--- config.mk ---
export PLATFORM = sky130hd
export DESIGN_NAME = dma_channel_request_control
export DESIGN_NICKNAME = d
export VERILOG_FILES = /design/src/dma_pkg.sv /design/src/stream_if.sv /design/src/dma_channel_request_control.sv /design/src/dma_word_fifo.sv
export VERILOG_INCLUDE_DIRS = /design/src
export SDC_FILE = /design/constraint.sdc
export NUM_CORES = 2
export LEC_CHECK = 0
export BUFFER_PORTS_ARGS = -buffer_cell sky130_fd_sc_hd__buf_2
export CAP_MARGIN = 20
export CORE_MARGIN = 2
export CORE_UTILIZATION = 60
export DETAILED_ROUTE_END_ITERATION = 12
export GPL_TIMING_DRIVEN = 0
export PLACE_DENSITY_LB_ADDON = 0.15
export SLEW_MARGIN = 15
export SYNTH_ARGS = -nofsm -noshare
export SYNTH_HDL_FRONTEND = slang
export SYNTH_HIERARCHICAL = 1
export SYNTH_SLANG_ARGS = --single-unit
--- constraint.sdc ---
create_clock -name clock -period 7.1 [get_ports clock]
set_input_delay 0.71 -clock clock [delete_from_list [all_inputs] [get_ports clock]]
set_output_delay 0.71 -clock clock [all_outputs]
set_load 0.05 [all_outputs]
--- src/dma_regs.svh ---
// register offsets, field positions, reset values and fixed counts of the dma channel block
// assumes inclusion by bare name from the package and the design modules
`ifndef DMA_REGS_SVH
`define DMA_REGS_SVH

// byte offsets inside a channel window, channel number in address bits 5:4
`define REG_OFS_REQ_SELECT 4'h0
`define REG_OFS_CONTROL 4'h4
`define REG_OFS_SRAM_ADDR 4'h8
`define REG_OFS_PERIPH_ADDR 4'hC
// channel windows live in the region with address bits 7:6 at zero
`define REG_REGION_CHANNELS 2'b00
// last active channel status word
`define REG_ADDR_LAST_CHANNEL 8'h40

// request select register fields
`define REQ_SELECT_FORCE_BIT 15
`define REQ_SELECT_SOURCE_MSB 7
// control register fields
`define CONTROL_ENABLE_BIT 0
`define CONTROL_DIR_BIT 1

// reset values
`define LAST_CHANNEL_RESET 4'hF
`define SELECT_RESET 8'h00
`define ADDR_RESET 16'h0000

// sram address step per transferred word
`define SRAM_ADDR_STEP 16'h0002

// request source codes of note
`define SRC_OUTPUT_COMPARE_UNIT_FOUR 8'h1A
`define SRC_OUTPUT_COMPARE_UNIT_THREE 8'h19
`define SRC_TIMER_THREE 8'h08
`define SRC_TIMER_TWO 8'h07

// staging fifo depth in words
`define STAGING_FIFO_DEPTH 16

`endif

--- src/dma_pkg.sv ---
// types shared by the dma channel block and its staging fifo
// assumes dma_regs.svh is reachable on the include path
package dma_pkg;
    `include "dma_regs.svh"

    localparam int NUM_CHANNELS = 4;

    // fetch engine states, one-hot
    typedef enum logic [1:0] {
        FETCH_IDLE = 2'b01,
        FETCH_WAIT = 2'b10
    } fetch_state_t;

    // store engine states, one-hot
    typedef enum logic [1:0] {
        STORE_IDLE = 2'b01,
        STORE_WAIT = 2'b10
    } store_state_t;

    // one staged word with everything the store side needs
    typedef struct packed {
        logic [1:0] chan;
        logic dir;
        logic forced;
        logic [15:0] sram_addr;
        logic [15:0] periph_addr;
        logic [15:0] data;
    } xfer_item_t;
endpackage

--- src/stream_if.sv ---
// valid/ready word stream between the dma engines and the staging fifo
// assumes both ends share one clock
`timescale 1ns/1ps
interface stream_if #(
    parameter int WIDTH = 8
);
    logic valid;
    logic ready;
    logic [WIDTH-1:0] data;

    modport source (output valid, output data, input ready);
    modport sink (input valid, input data, output ready);
endinterface

--- src/dma_channel_request_control.sv ---
// four channel dma controller: request selection, fetch and store engines, ahb-lite registers
// assumes a single 250 MHz clock, synchronous request lines and an external sram arbiter
// Operation
// - moves words between peripherals and sram
// - sram address spans whole data space
// - sram access waits for arbiter grant
// - four independent channels, own configuration
// - per channel direction toward or from peripheral
// - any of 256 peripheral request lines selectable
// - force bit set by one, zero ignored
// - force clears on completion or disable
// - codes 1A/19 pick output compare four/three
// - last channel status, 1111 after reset
//
// Added by the designer: the register offsets and the AHB-Lite interface to the registers.
`timescale 1ns/1ps
`include "dma_regs.svh"
module dma_channel_request_control
    import dma_pkg::*;
(
    input wire logic clock,
    input wire logic rst_n,
    input wire logic hsel,
    input wire logic [31:0] haddr,
    input wire logic [1:0] htrans,
    input wire logic hwrite,
    input wire logic [2:0] hsize,
    input wire logic [31:0] hwdata,
    input wire logic hready,
    output logic [31:0] hrdata,
    output logic hreadyout,
    output logic hresp,
    input wire logic [255:0] request_lines,
    output logic sram_req,
    output logic sram_we,
    output logic [15:0] sram_addr,
    output logic [15:0] sram_wdata,
    input wire logic sram_gnt,
    input wire logic [15:0] sram_rdata,
    output logic periph_req,
    output logic periph_we,
    output logic [15:0] periph_addr,
    output logic [15:0] periph_wdata,
    input wire logic periph_ack,
    input wire logic [15:0] periph_rdata
);
    localparam int ITEM_W = $bits(xfer_item_t);

    // bus slave state
    logic wr_pend_q, rd_pend_q, hreadyout_q, accept;
    logic [7:0] acc_addr_q;
    logic [31:0] hrdata_q, rd_value;
    // channel state
    logic [7:0] select_q [NUM_CHANNELS];
    logic [15:0] chan_sram_addr_q [NUM_CHANNELS], chan_periph_addr_q [NUM_CHANNELS];
    logic [NUM_CHANNELS-1:0] enable_q, dir_q, force_q, issued_q, pend_q, want, force_done;
    logic [3:0] last_channel_q;
    // engine state
    fetch_state_t fetch_state_q;
    store_state_t store_state_q;
    xfer_item_t fetch_item_q, store_item_q, pop_item;
    logic [1:0] pick_ch;
    logic any_want, fetch_bus_nx, fetch_go, store_go, sram_done, periph_done, fetch_done, store_done;
    logic sram_req_q, sram_we_q, periph_req_q, periph_we_q;
    logic [15:0] sram_addr_q, sram_wdata_q, periph_addr_q, periph_wdata_q;

    stream_if #(.WIDTH(ITEM_W)) push_s (), pop_s ();

    // address phase taken only when the bus is ready and the transfer is real
    assign accept = hsel & hready & htrans[1];

    // ahb-lite slave: writes take no wait, reads take one wait state
    always_ff @(posedge clock or negedge rst_n) begin
        if (!rst_n) begin
            wr_pend_q <= 1'b0;
            rd_pend_q <= 1'b0;
            acc_addr_q <= 8'h00;
            hrdata_q <= 32'h0000_0000;
            hreadyout_q <= 1'b1;
        end else begin
            wr_pend_q <= accept & hwrite;
            acc_addr_q <= accept ? haddr[7:0] : acc_addr_q;
            if (accept && !hwrite) begin
                rd_pend_q <= 1'b1;
                hreadyout_q <= 1'b0;
            end else if (rd_pend_q) begin
                rd_pend_q <= 1'b0;
                hrdata_q <= rd_value;
                hreadyout_q <= 1'b1;
            end
        end
    end

    // register read multiplexer, unmapped words read as zero
    always_comb begin
        rd_value = 32'h0000_0000;
        if (acc_addr_q[7:6] == `REG_REGION_CHANNELS) begin
            case (acc_addr_q[3:0])
                `REG_OFS_REQ_SELECT: begin
                    rd_value[`REQ_SELECT_FORCE_BIT] = force_q[acc_addr_q[5:4]];
                    rd_value[`REQ_SELECT_SOURCE_MSB:0] = select_q[acc_addr_q[5:4]];
                end
                `REG_OFS_CONTROL: begin
                    rd_value[`CONTROL_ENABLE_BIT] = enable_q[acc_addr_q[5:4]];
                    rd_value[`CONTROL_DIR_BIT] = dir_q[acc_addr_q[5:4]];
                end
                `REG_OFS_SRAM_ADDR: rd_value[15:0] = chan_sram_addr_q[acc_addr_q[5:4]];
                `REG_OFS_PERIPH_ADDR: rd_value[15:0] = chan_periph_addr_q[acc_addr_q[5:4]];
                default: rd_value = 32'h0000_0000;
            endcase
        end else if (acc_addr_q == `REG_ADDR_LAST_CHANNEL) begin
            rd_value[3:0] = last_channel_q;
        end
    end

    // per channel registers, request capture and force handling
    generate
        for (genvar i = 0; i < NUM_CHANNELS; i++) begin : g_chan
            logic wr_this, wr_ctrl, wr_sel, go_this;
            assign wr_this = wr_pend_q && (acc_addr_q[7:6] == `REG_REGION_CHANNELS) && (acc_addr_q[5:4] == 2'(i));
            assign wr_ctrl = wr_this && (acc_addr_q[3:0] == `REG_OFS_CONTROL);
            assign wr_sel = wr_this && (acc_addr_q[3:0] == `REG_OFS_REQ_SELECT);
            assign go_this = fetch_go && (pick_ch == 2'(i));
            // a channel wants service on a pending request, or once per force
            assign want[i] = enable_q[i] & (force_q[i] ? !issued_q[i] : pend_q[i]);
            assign force_done[i] = store_done & store_item_q.forced & (store_item_q.chan == 2'(i));

            // configuration written by software
            always_ff @(posedge clock or negedge rst_n) begin
                if (!rst_n) begin
                    enable_q[i] <= 1'b0;
                    dir_q[i] <= 1'b0;
                    select_q[i] <= `SELECT_RESET;
                    chan_periph_addr_q[i] <= `ADDR_RESET;
                end else begin
                    if (wr_ctrl) begin
                        enable_q[i] <= hwdata[`CONTROL_ENABLE_BIT];
                        dir_q[i] <= hwdata[`CONTROL_DIR_BIT];
                    end
                    if (wr_sel) begin
                        select_q[i] <= hwdata[`REQ_SELECT_SOURCE_MSB:0];
                    end
                    if (wr_this && (acc_addr_q[3:0] == `REG_OFS_PERIPH_ADDR)) begin
                        chan_periph_addr_q[i] <= hwdata[15:0];
                    end
                end
            end

            // sram pointer, written by software, stepped per fetched word
            always_ff @(posedge clock or negedge rst_n) begin
                if (!rst_n) begin
                    chan_sram_addr_q[i] <= `ADDR_RESET;
                end else if (wr_this && (acc_addr_q[3:0] == `REG_OFS_SRAM_ADDR)) begin
                    chan_sram_addr_q[i] <= hwdata[15:0];
                end else if (go_this) begin
                    chan_sram_addr_q[i] <= chan_sram_addr_q[i] + `SRAM_ADDR_STEP;
                end
            end

            // force bit: only a one sets it, and a set beats a hardware clear
            always_ff @(posedge clock or negedge rst_n) begin
                if (!rst_n) begin
                    force_q[i] <= 1'b0;
                    issued_q[i] <= 1'b0;
                end else begin
                    if (wr_sel && hwdata[`REQ_SELECT_FORCE_BIT]) begin
                        force_q[i] <= 1'b1;
                    end else if (force_done[i] || !enable_q[i]) begin
                        force_q[i] <= 1'b0;
                    end
                    if (go_this && force_q[i]) begin
                        issued_q[i] <= 1'b1;
                    end else if (!force_q[i] || force_done[i]) begin
                        issued_q[i] <= 1'b0; // a force rewritten as the last one ends is served again
                    end
                end
            end

            // selected request line latched as pending, new request beats the take
            always_ff @(posedge clock or negedge rst_n) begin
                if (!rst_n) begin
                    pend_q[i] <= 1'b0;
                end else if (enable_q[i] && !force_q[i] && request_lines[select_q[i]]) begin
                    pend_q[i] <= 1'b1;
                end else if (go_this || !enable_q[i] || force_q[i]) begin
                    pend_q[i] <= 1'b0;
                end
            end
        end
    endgenerate

    // fixed priority pick, channel 0 highest
    always_comb begin
        pick_ch = 2'd0;
        any_want = 1'b0;
        for (int k = NUM_CHANNELS - 1; k >= 0; k--) begin
            if (want[k]) begin
                pick_ch = 2'(k);
                any_want = 1'b1;
            end
        end
    end

    // engine launch; bus 1 is the peripheral side, 0 is sram; store side has priority
    assign pop_item = xfer_item_t'(pop_s.data);
    assign fetch_bus_nx = !dir_q[pick_ch];
    assign store_go = (store_state_q == STORE_IDLE) && pop_s.valid
        && !((fetch_state_q == FETCH_WAIT) && (!fetch_item_q.dir == pop_item.dir));
    assign fetch_go = (fetch_state_q == FETCH_IDLE) && any_want && push_s.ready
        && !((store_state_q == STORE_WAIT) && (store_item_q.dir == fetch_bus_nx))
        && !(store_go && (pop_item.dir == fetch_bus_nx));
    assign pop_s.ready = store_go;
    assign sram_done = sram_req_q & sram_gnt;
    assign periph_done = periph_req_q & periph_ack;
    assign fetch_done = (fetch_state_q == FETCH_WAIT) && (fetch_item_q.dir ? sram_done : periph_done);
    assign store_done = (store_state_q == STORE_WAIT) && (store_item_q.dir ? periph_done : sram_done);

    // fetched word enters the staging fifo
    always_comb begin
        push_s.valid = fetch_done;
        push_s.data = fetch_item_q;
        push_s.data[15:0] = fetch_item_q.dir ? sram_rdata : periph_rdata;
    end

    dma_word_fifo #(.WIDTH(ITEM_W), .DEPTH(`STAGING_FIFO_DEPTH)) u_fifo (
        .clock(clock),
        .rst_n(rst_n),
        .in_s(push_s.sink),
        .out_s(pop_s.source)
    );

    // fetch engine: reads one source word per taken request
    always_ff @(posedge clock or negedge rst_n) begin
        if (!rst_n) begin
            fetch_state_q <= FETCH_IDLE;
            fetch_item_q <= '0;
        end else begin
            case (fetch_state_q)
                FETCH_IDLE: begin
                    if (fetch_go) begin
                        fetch_state_q <= FETCH_WAIT;
                        fetch_item_q.chan <= pick_ch;
                        fetch_item_q.dir <= dir_q[pick_ch];
                        fetch_item_q.forced <= force_q[pick_ch];
                        fetch_item_q.sram_addr <= chan_sram_addr_q[pick_ch];
                        fetch_item_q.periph_addr <= chan_periph_addr_q[pick_ch];
                    end
                end
                FETCH_WAIT: fetch_state_q <= fetch_done ? FETCH_IDLE : FETCH_WAIT;
                default: fetch_state_q <= FETCH_IDLE;
            endcase
        end
    end

    // store engine: writes one staged word to its destination
    always_ff @(posedge clock or negedge rst_n) begin
        if (!rst_n) begin
            store_state_q <= STORE_IDLE;
            store_item_q <= '0;
        end else begin
            case (store_state_q)
                STORE_IDLE: begin
                    if (store_go) begin
                        store_state_q <= STORE_WAIT;
                        store_item_q <= pop_item;
                    end
                end
                STORE_WAIT: store_state_q <= store_done ? STORE_IDLE : STORE_WAIT;
                default: store_state_q <= STORE_IDLE;
            endcase
        end
    end

    // sram port, request held until the arbiter grants it
    always_ff @(posedge clock or negedge rst_n) begin
        if (!rst_n) begin
            sram_req_q <= 1'b0;
            sram_we_q <= 1'b0;
            sram_addr_q <= `ADDR_RESET;
            sram_wdata_q <= 16'h0000;
        end else if (fetch_go && !fetch_bus_nx) begin
            sram_req_q <= 1'b1;
            sram_we_q <= 1'b0;
            sram_addr_q <= chan_sram_addr_q[pick_ch];
        end else if (store_go && !pop_item.dir) begin
            sram_req_q <= 1'b1;
            sram_we_q <= 1'b1;
            sram_addr_q <= pop_item.sram_addr;
            sram_wdata_q <= pop_item.data;
        end else if (sram_done) begin
            sram_req_q <= 1'b0;
        end
    end

    // peripheral port, request held until acknowledged
    always_ff @(posedge clock or negedge rst_n) begin
        if (!rst_n) begin
            periph_req_q <= 1'b0;
            periph_we_q <= 1'b0;
            periph_addr_q <= `ADDR_RESET;
            periph_wdata_q <= 16'h0000;
        end else if (fetch_go && fetch_bus_nx) begin
            periph_req_q <= 1'b1;
            periph_we_q <= 1'b0;
            periph_addr_q <= chan_periph_addr_q[pick_ch];
        end else if (store_go && pop_item.dir) begin
            periph_req_q <= 1'b1;
            periph_we_q <= 1'b1;
            periph_addr_q <= pop_item.periph_addr;
            periph_wdata_q <= pop_item.data;
        end else if (periph_done) begin
            periph_req_q <= 1'b0;
        end
    end

    // last channel to finish a transfer
    always_ff @(posedge clock or negedge rst_n) begin
        if (!rst_n) begin
            last_channel_q <= `LAST_CHANNEL_RESET;
        end else if (store_done) begin
            last_channel_q <= {2'b00, store_item_q.chan};
        end
    end

    assign hrdata = hrdata_q;
    assign hreadyout = hreadyout_q;
    assign hresp = 1'b0;
    assign sram_req = sram_req_q;
    assign sram_we = sram_we_q;
    assign sram_addr = sram_addr_q;
    assign sram_wdata = sram_wdata_q;
    assign periph_req = periph_req_q;
    assign periph_we = periph_we_q;
    assign periph_addr = periph_addr_q;
    assign periph_wdata = periph_wdata_q;
endmodule

--- src/dma_word_fifo.sv ---
// staging fifo with registered output word
// assumes a power of two depth and one clock domain
`timescale 1ns/1ps
module dma_word_fifo #(
    parameter int WIDTH = 8,
    parameter int DEPTH = 16
) (
    input wire logic clock,
    input wire logic rst_n,
    stream_if.sink in_s,
    stream_if.source out_s
);
    localparam int AW = $clog2(DEPTH);

    logic [WIDTH-1:0] mem_q [DEPTH];
    logic [AW-1:0] wr_ptr_q;
    logic [AW-1:0] rd_ptr_q;
    logic [AW:0] mem_cnt_q;
    logic out_valid_q;
    logic [WIDTH-1:0] out_data_q;
    logic [AW:0] level;
    logic push;
    logic pop;
    logic load;
    logic from_mem;
    logic bypass;
    logic to_mem;

    // handshakes and where a pushed word goes
    assign level = mem_cnt_q + {{AW{1'b0}}, out_valid_q};
    assign in_s.ready = level < (AW + 1)'(DEPTH);
    assign push = in_s.valid & in_s.ready;
    assign pop = out_valid_q & out_s.ready;
    assign load = !out_valid_q | pop;
    assign from_mem = load & (mem_cnt_q != '0);
    assign bypass = load & (mem_cnt_q == '0) & push;
    assign to_mem = push & !bypass;
    assign out_s.valid = out_valid_q;
    assign out_s.data = out_data_q;

    // storage array, no reset needed on data
    always_ff @(posedge clock) begin
        if (to_mem) begin
            mem_q[wr_ptr_q] <= in_s.data;
        end
    end

    // pointers and occupancy
    always_ff @(posedge clock or negedge rst_n) begin
        if (!rst_n) begin
            wr_ptr_q <= '0;
            rd_ptr_q <= '0;
            mem_cnt_q <= '0;
        end else begin
            if (to_mem) begin
                wr_ptr_q <= wr_ptr_q + AW'(1);
            end
            if (from_mem) begin
                rd_ptr_q <= rd_ptr_q + AW'(1);
            end
            mem_cnt_q <= mem_cnt_q + (AW + 1)'(to_mem) - (AW + 1)'(from_mem);
        end
    end

    // head word register
    always_ff @(posedge clock or negedge rst_n) begin
        if (!rst_n) begin
            out_valid_q <= 1'b0;
            out_data_q <= '0;
        end else if (from_mem) begin
            out_valid_q <= 1'b1;
            out_data_q <= mem_q[rd_ptr_q];
        end else if (bypass) begin
            out_valid_q <= 1'b1;
            out_data_q <= in_s.data;
        end else if (pop) begin
            out_valid_q <= 1'b0;
        end
    end
endmodule

==> impl_metrics.tcl <==
set metrics [dict create \
    status "finished clean" \
    ys_seq_area_frac 0.583 \
    clock-root-buffer "clkbuf_16" \
    yosysUniqueCellTypes 95 \
    synth_top_area_cell "edfxtp_1" \
    clk_latency_ns 0.74 \
    start_util 0.605 \
    yosys_warnings 6 \
    dieArea_um2 102000 \
    wl_per_cell_um 36.5 \
    synth-async-reset-ratio 0.318 \
    avgSynthCellArea_um2 15.5 \
    grt_pass1_wl_mm 302 \
    hold_violations 0 \
    ys_ff_latch 1220 \
    finalSetupViolCount 0 \
    post-route-drc-count 0 \
    die_w_um 319 \
    instances_no_fill 5848 \
    tightest_slew_ns 1.28 \
    syn_inst 3829 \
    vias 42900 \
    p_leak_uw 0.0246 \
    power_density_nw_per_um2 362 \
    clk_path_buf_depth 3 \
    fin_crit_ns 4.79 \
    final-max-slew-violation-count 0 \
    worst_setup_path_start_kind "register" \
    cts_hold_buf 1 \
    max_freq_mhz 209 \
    drtPass1Iterations 6 \
    crit_arrival_ns 5.44 \
    relSlewSlack 0.144 \
    grt_pass1_vias 41500 \
    dp_hpwl_mm 152 \
    post-place-cells 5615 \
    final_cell_mix "edfxtp_1 (832), buf_2 (476), mux4_2 (396)" \
    placed_area_um2 64200 \
    tritoncts "done" \
    grt_start_max_net_pins 105 \
    h-tree-depth 3 \
    syn_to_final_growth_pct 14.7 \
    path_class "register to register" \
    max_stage_delay_ns 0.67 \
    synth.area.top_cells "edfxtp_1 (42%), dfrtp_1 (16%), mux4_2 (15%)" \
    fin_area_um2 68200 \
    viasPerCell 7.33 \
    drive_above_1_share 0.336 \
    place.gp.congestion 1.06 \
    slowest_stage "clkbuf_1" \
    dieHeight_um 319 \
    ant_nets 0 \
    wl_mm 214 \
    rsz0062_at_grt "no" \
    cts.sinks 1220 \
    synth_area_um2 59500 \
    path_clk_slew_ns 0.06 \
    postCtsSetupRepairBufs 0 \
    ctsResizeCount 0 \
    io_buffers 404 \
    timing.final.crit_share 0.674 \
    synth-main-ff-cell "edfxtp_1" \
    antenna_found_initial 13 \
    path_cells "clkbuf_2 -> xor2_1 -> a21o_1 -> inv_1 -> nor2b_1 -> or2_2 -> clkbuf_1 -> inv_1 -> clkbuf_1 -> ha_1 -> inv_1 -> ha_1 -> fa_1 -> a21oi_1 -> nor2_1 -> nor2_1 -> xnor2_1" \
    cts_made_buffers 116 \
    crit_top_cell "inv_1" \
    endpoint_kind "register" \
    crit_fanout 18 \
    synth_top_area_frac 0.420 \
    fp-row-count 115 \
    core_um2 98300 \
    layout.nets 4837 \
    ir_worst_vdd_v 0.000288 \
    fin_worst_skew_ns 0.0675 \
    pin_count 466 \
    maxCapViolations 0 \
    holdCritPathClass "primary input to register" \
    drtIter0Drc 6015 \
    layout_commonest_cell "edfxtp_1" \
    grt-ovfl-total 0 \
    synth-edff-count 832 \
    grtUsageTotal 0.420 \
    critical_path_required_ns 7.75 \
]
## cells by family (layout without fill, tap and decap cells)
logic type,count (synthesis),in the layout,share of synthesized area
adders and majority gates,21,21,0.00454
AOI/OAI and AO/OA,649,649,0.0828
and+or+nand+nor,667,667,0.0566
DFF,1220,1220,0.583
other,1,23,0.0000631
muxes,876,876,0.236
buffers and inverters,345,1055,0.0292
xor gates and xnor gates,50,50,0.00736
## stage by stage
stage	setup WS, ns	TNS, ns	utilization	total power (µW)	hold WS [ns]
floorplan	0.741	0	-	15100	0.414
global placement	-5.41	-3175.96	0.643	18000	0.456
detailed placement	2.41	0	0.653	18300	0.458
CTS	2.32	0	0.693	24600	0.187
global route	2.05	0	0.694	25400	0.223
finish	2.31	0	0.694	24700	0.215
## worst paths after layout
path	startpoint	to	slack [ns]	cells after the start
worst min register to register	periph_addr[8]$_DFFE_PN0P_	periph_addr[8]$_DFFE_PN0P_	0.47	2
worst max-delay path	fetch_item_q[49]$_DFFE_PN0P_	u_fifo/mem_cnt_q[4]$_DFF_PN0_	2.31	17
max in group asynchronous	rst_n	chan_periph_addr_q[52]$_DFFE_PN0P_	4.85	5
worst min-delay path	hwrite	rd_pend_q$_DFF_PN0_	0.22	2
min in group asynchronous	rst_n	sram_wdata[7]$_DFFE_PN0P_	0.41	2
worst max register to register	fetch_item_q[49]$_DFFE_PN0P_	u_fifo/mem_cnt_q[4]$_DFF_PN0_	2.31	17
## cells in the mapped netlist, types with 7 or more instances
library cell	count
xor2_1	22
buf_6	14
a221o_1	61
nor4_1	16
a21boi_0	15
a22oi_1	43
clkbuf_1	145
dfrtp_1	382
nor3b_1	14
a31oi_1	26
a222oi_1	17
inv_1	36
nor2_1	148
nand3_1	44
o2111ai_1	8
xnor2_1	28
and4_1	7
nor2b_1	35
o221a_2	50
buf_2	73
buf_1	28
a22o_1	24
ha_1	20
a211oi_1	21
nand2_1	189
o21ai_0	88
or4_1	7
o31ai_1	12
and2_1	8
nand2b_1	19
o22ai_1	75
mux4_2	396
o221ai_1	67
edfxtp_1	832
mux2i_1	248
mux2_2	224
nand4_1	36
nor3_1	63
buf_4	40
and3_1	18
or3_1	22
a21oi_1	75
o21ai_1	10
## layer usage
metal | global-route usage | vias to the layer above | wire length (µm)
li1 | - | 16900 | -
met3 | 0.112 | 685 | 25400
met1 | 0.564 | 22000 | 78200
met2 | 0.644 | 3297 | 97600
met4 | 0.201 | 6 | 12300
met5 | 0 | - | 31
## critical path, delay by kind of cell (launching register included)
kind                       cells  cell delay [ns]
AOI/OAI and AO/OA              2             0.42
xor gates and xnor gates       2             0.26
adders and majority gates      3             0.86
buffers and inverters          6             1.88
DFF                            1             0.64
and+or+nand+nor                4             0.61
## report_power, final
group / leakage, µW / switching, µW / internal (µW)
combinational: 0.0105 / 5300 / 3280
clock: 0.00191 / 2750 / 3550
sequential: 0.0122 / 1020 / 8810
total: 0.0246 / 9070 / 15600
## final cells by class
type	instances	area, µm²
Antenna cell	6	15.0
Buffer	307	1600
Clock buffer	153	3220
Clock inverter	68	711
Fill cell	6503	30100
Inverter	38	143
Multi-Input combinational cell	2280	23200
Sequential cell	1220	34700
Tap cell	1287	1610
Timing Repair Buffer	489	3020
## registers in the layout (all words and copies together), names as in the netlist, 5 cells and up
name	cells
periph_wdata	16
fetch_item_q	36
chan_periph_addr_q	64
sram_wdata	16
u_fifo/out_s.data	52
u_fifo/mem_q	832
acc_addr_q	8
hrdata	16
chan_sram_addr_q	64
sram_addr	16
u_fifo/mem_cnt_q	5
select_q	32
periph_addr	16
Note: power is estimated with default switching activity, not from simulation.
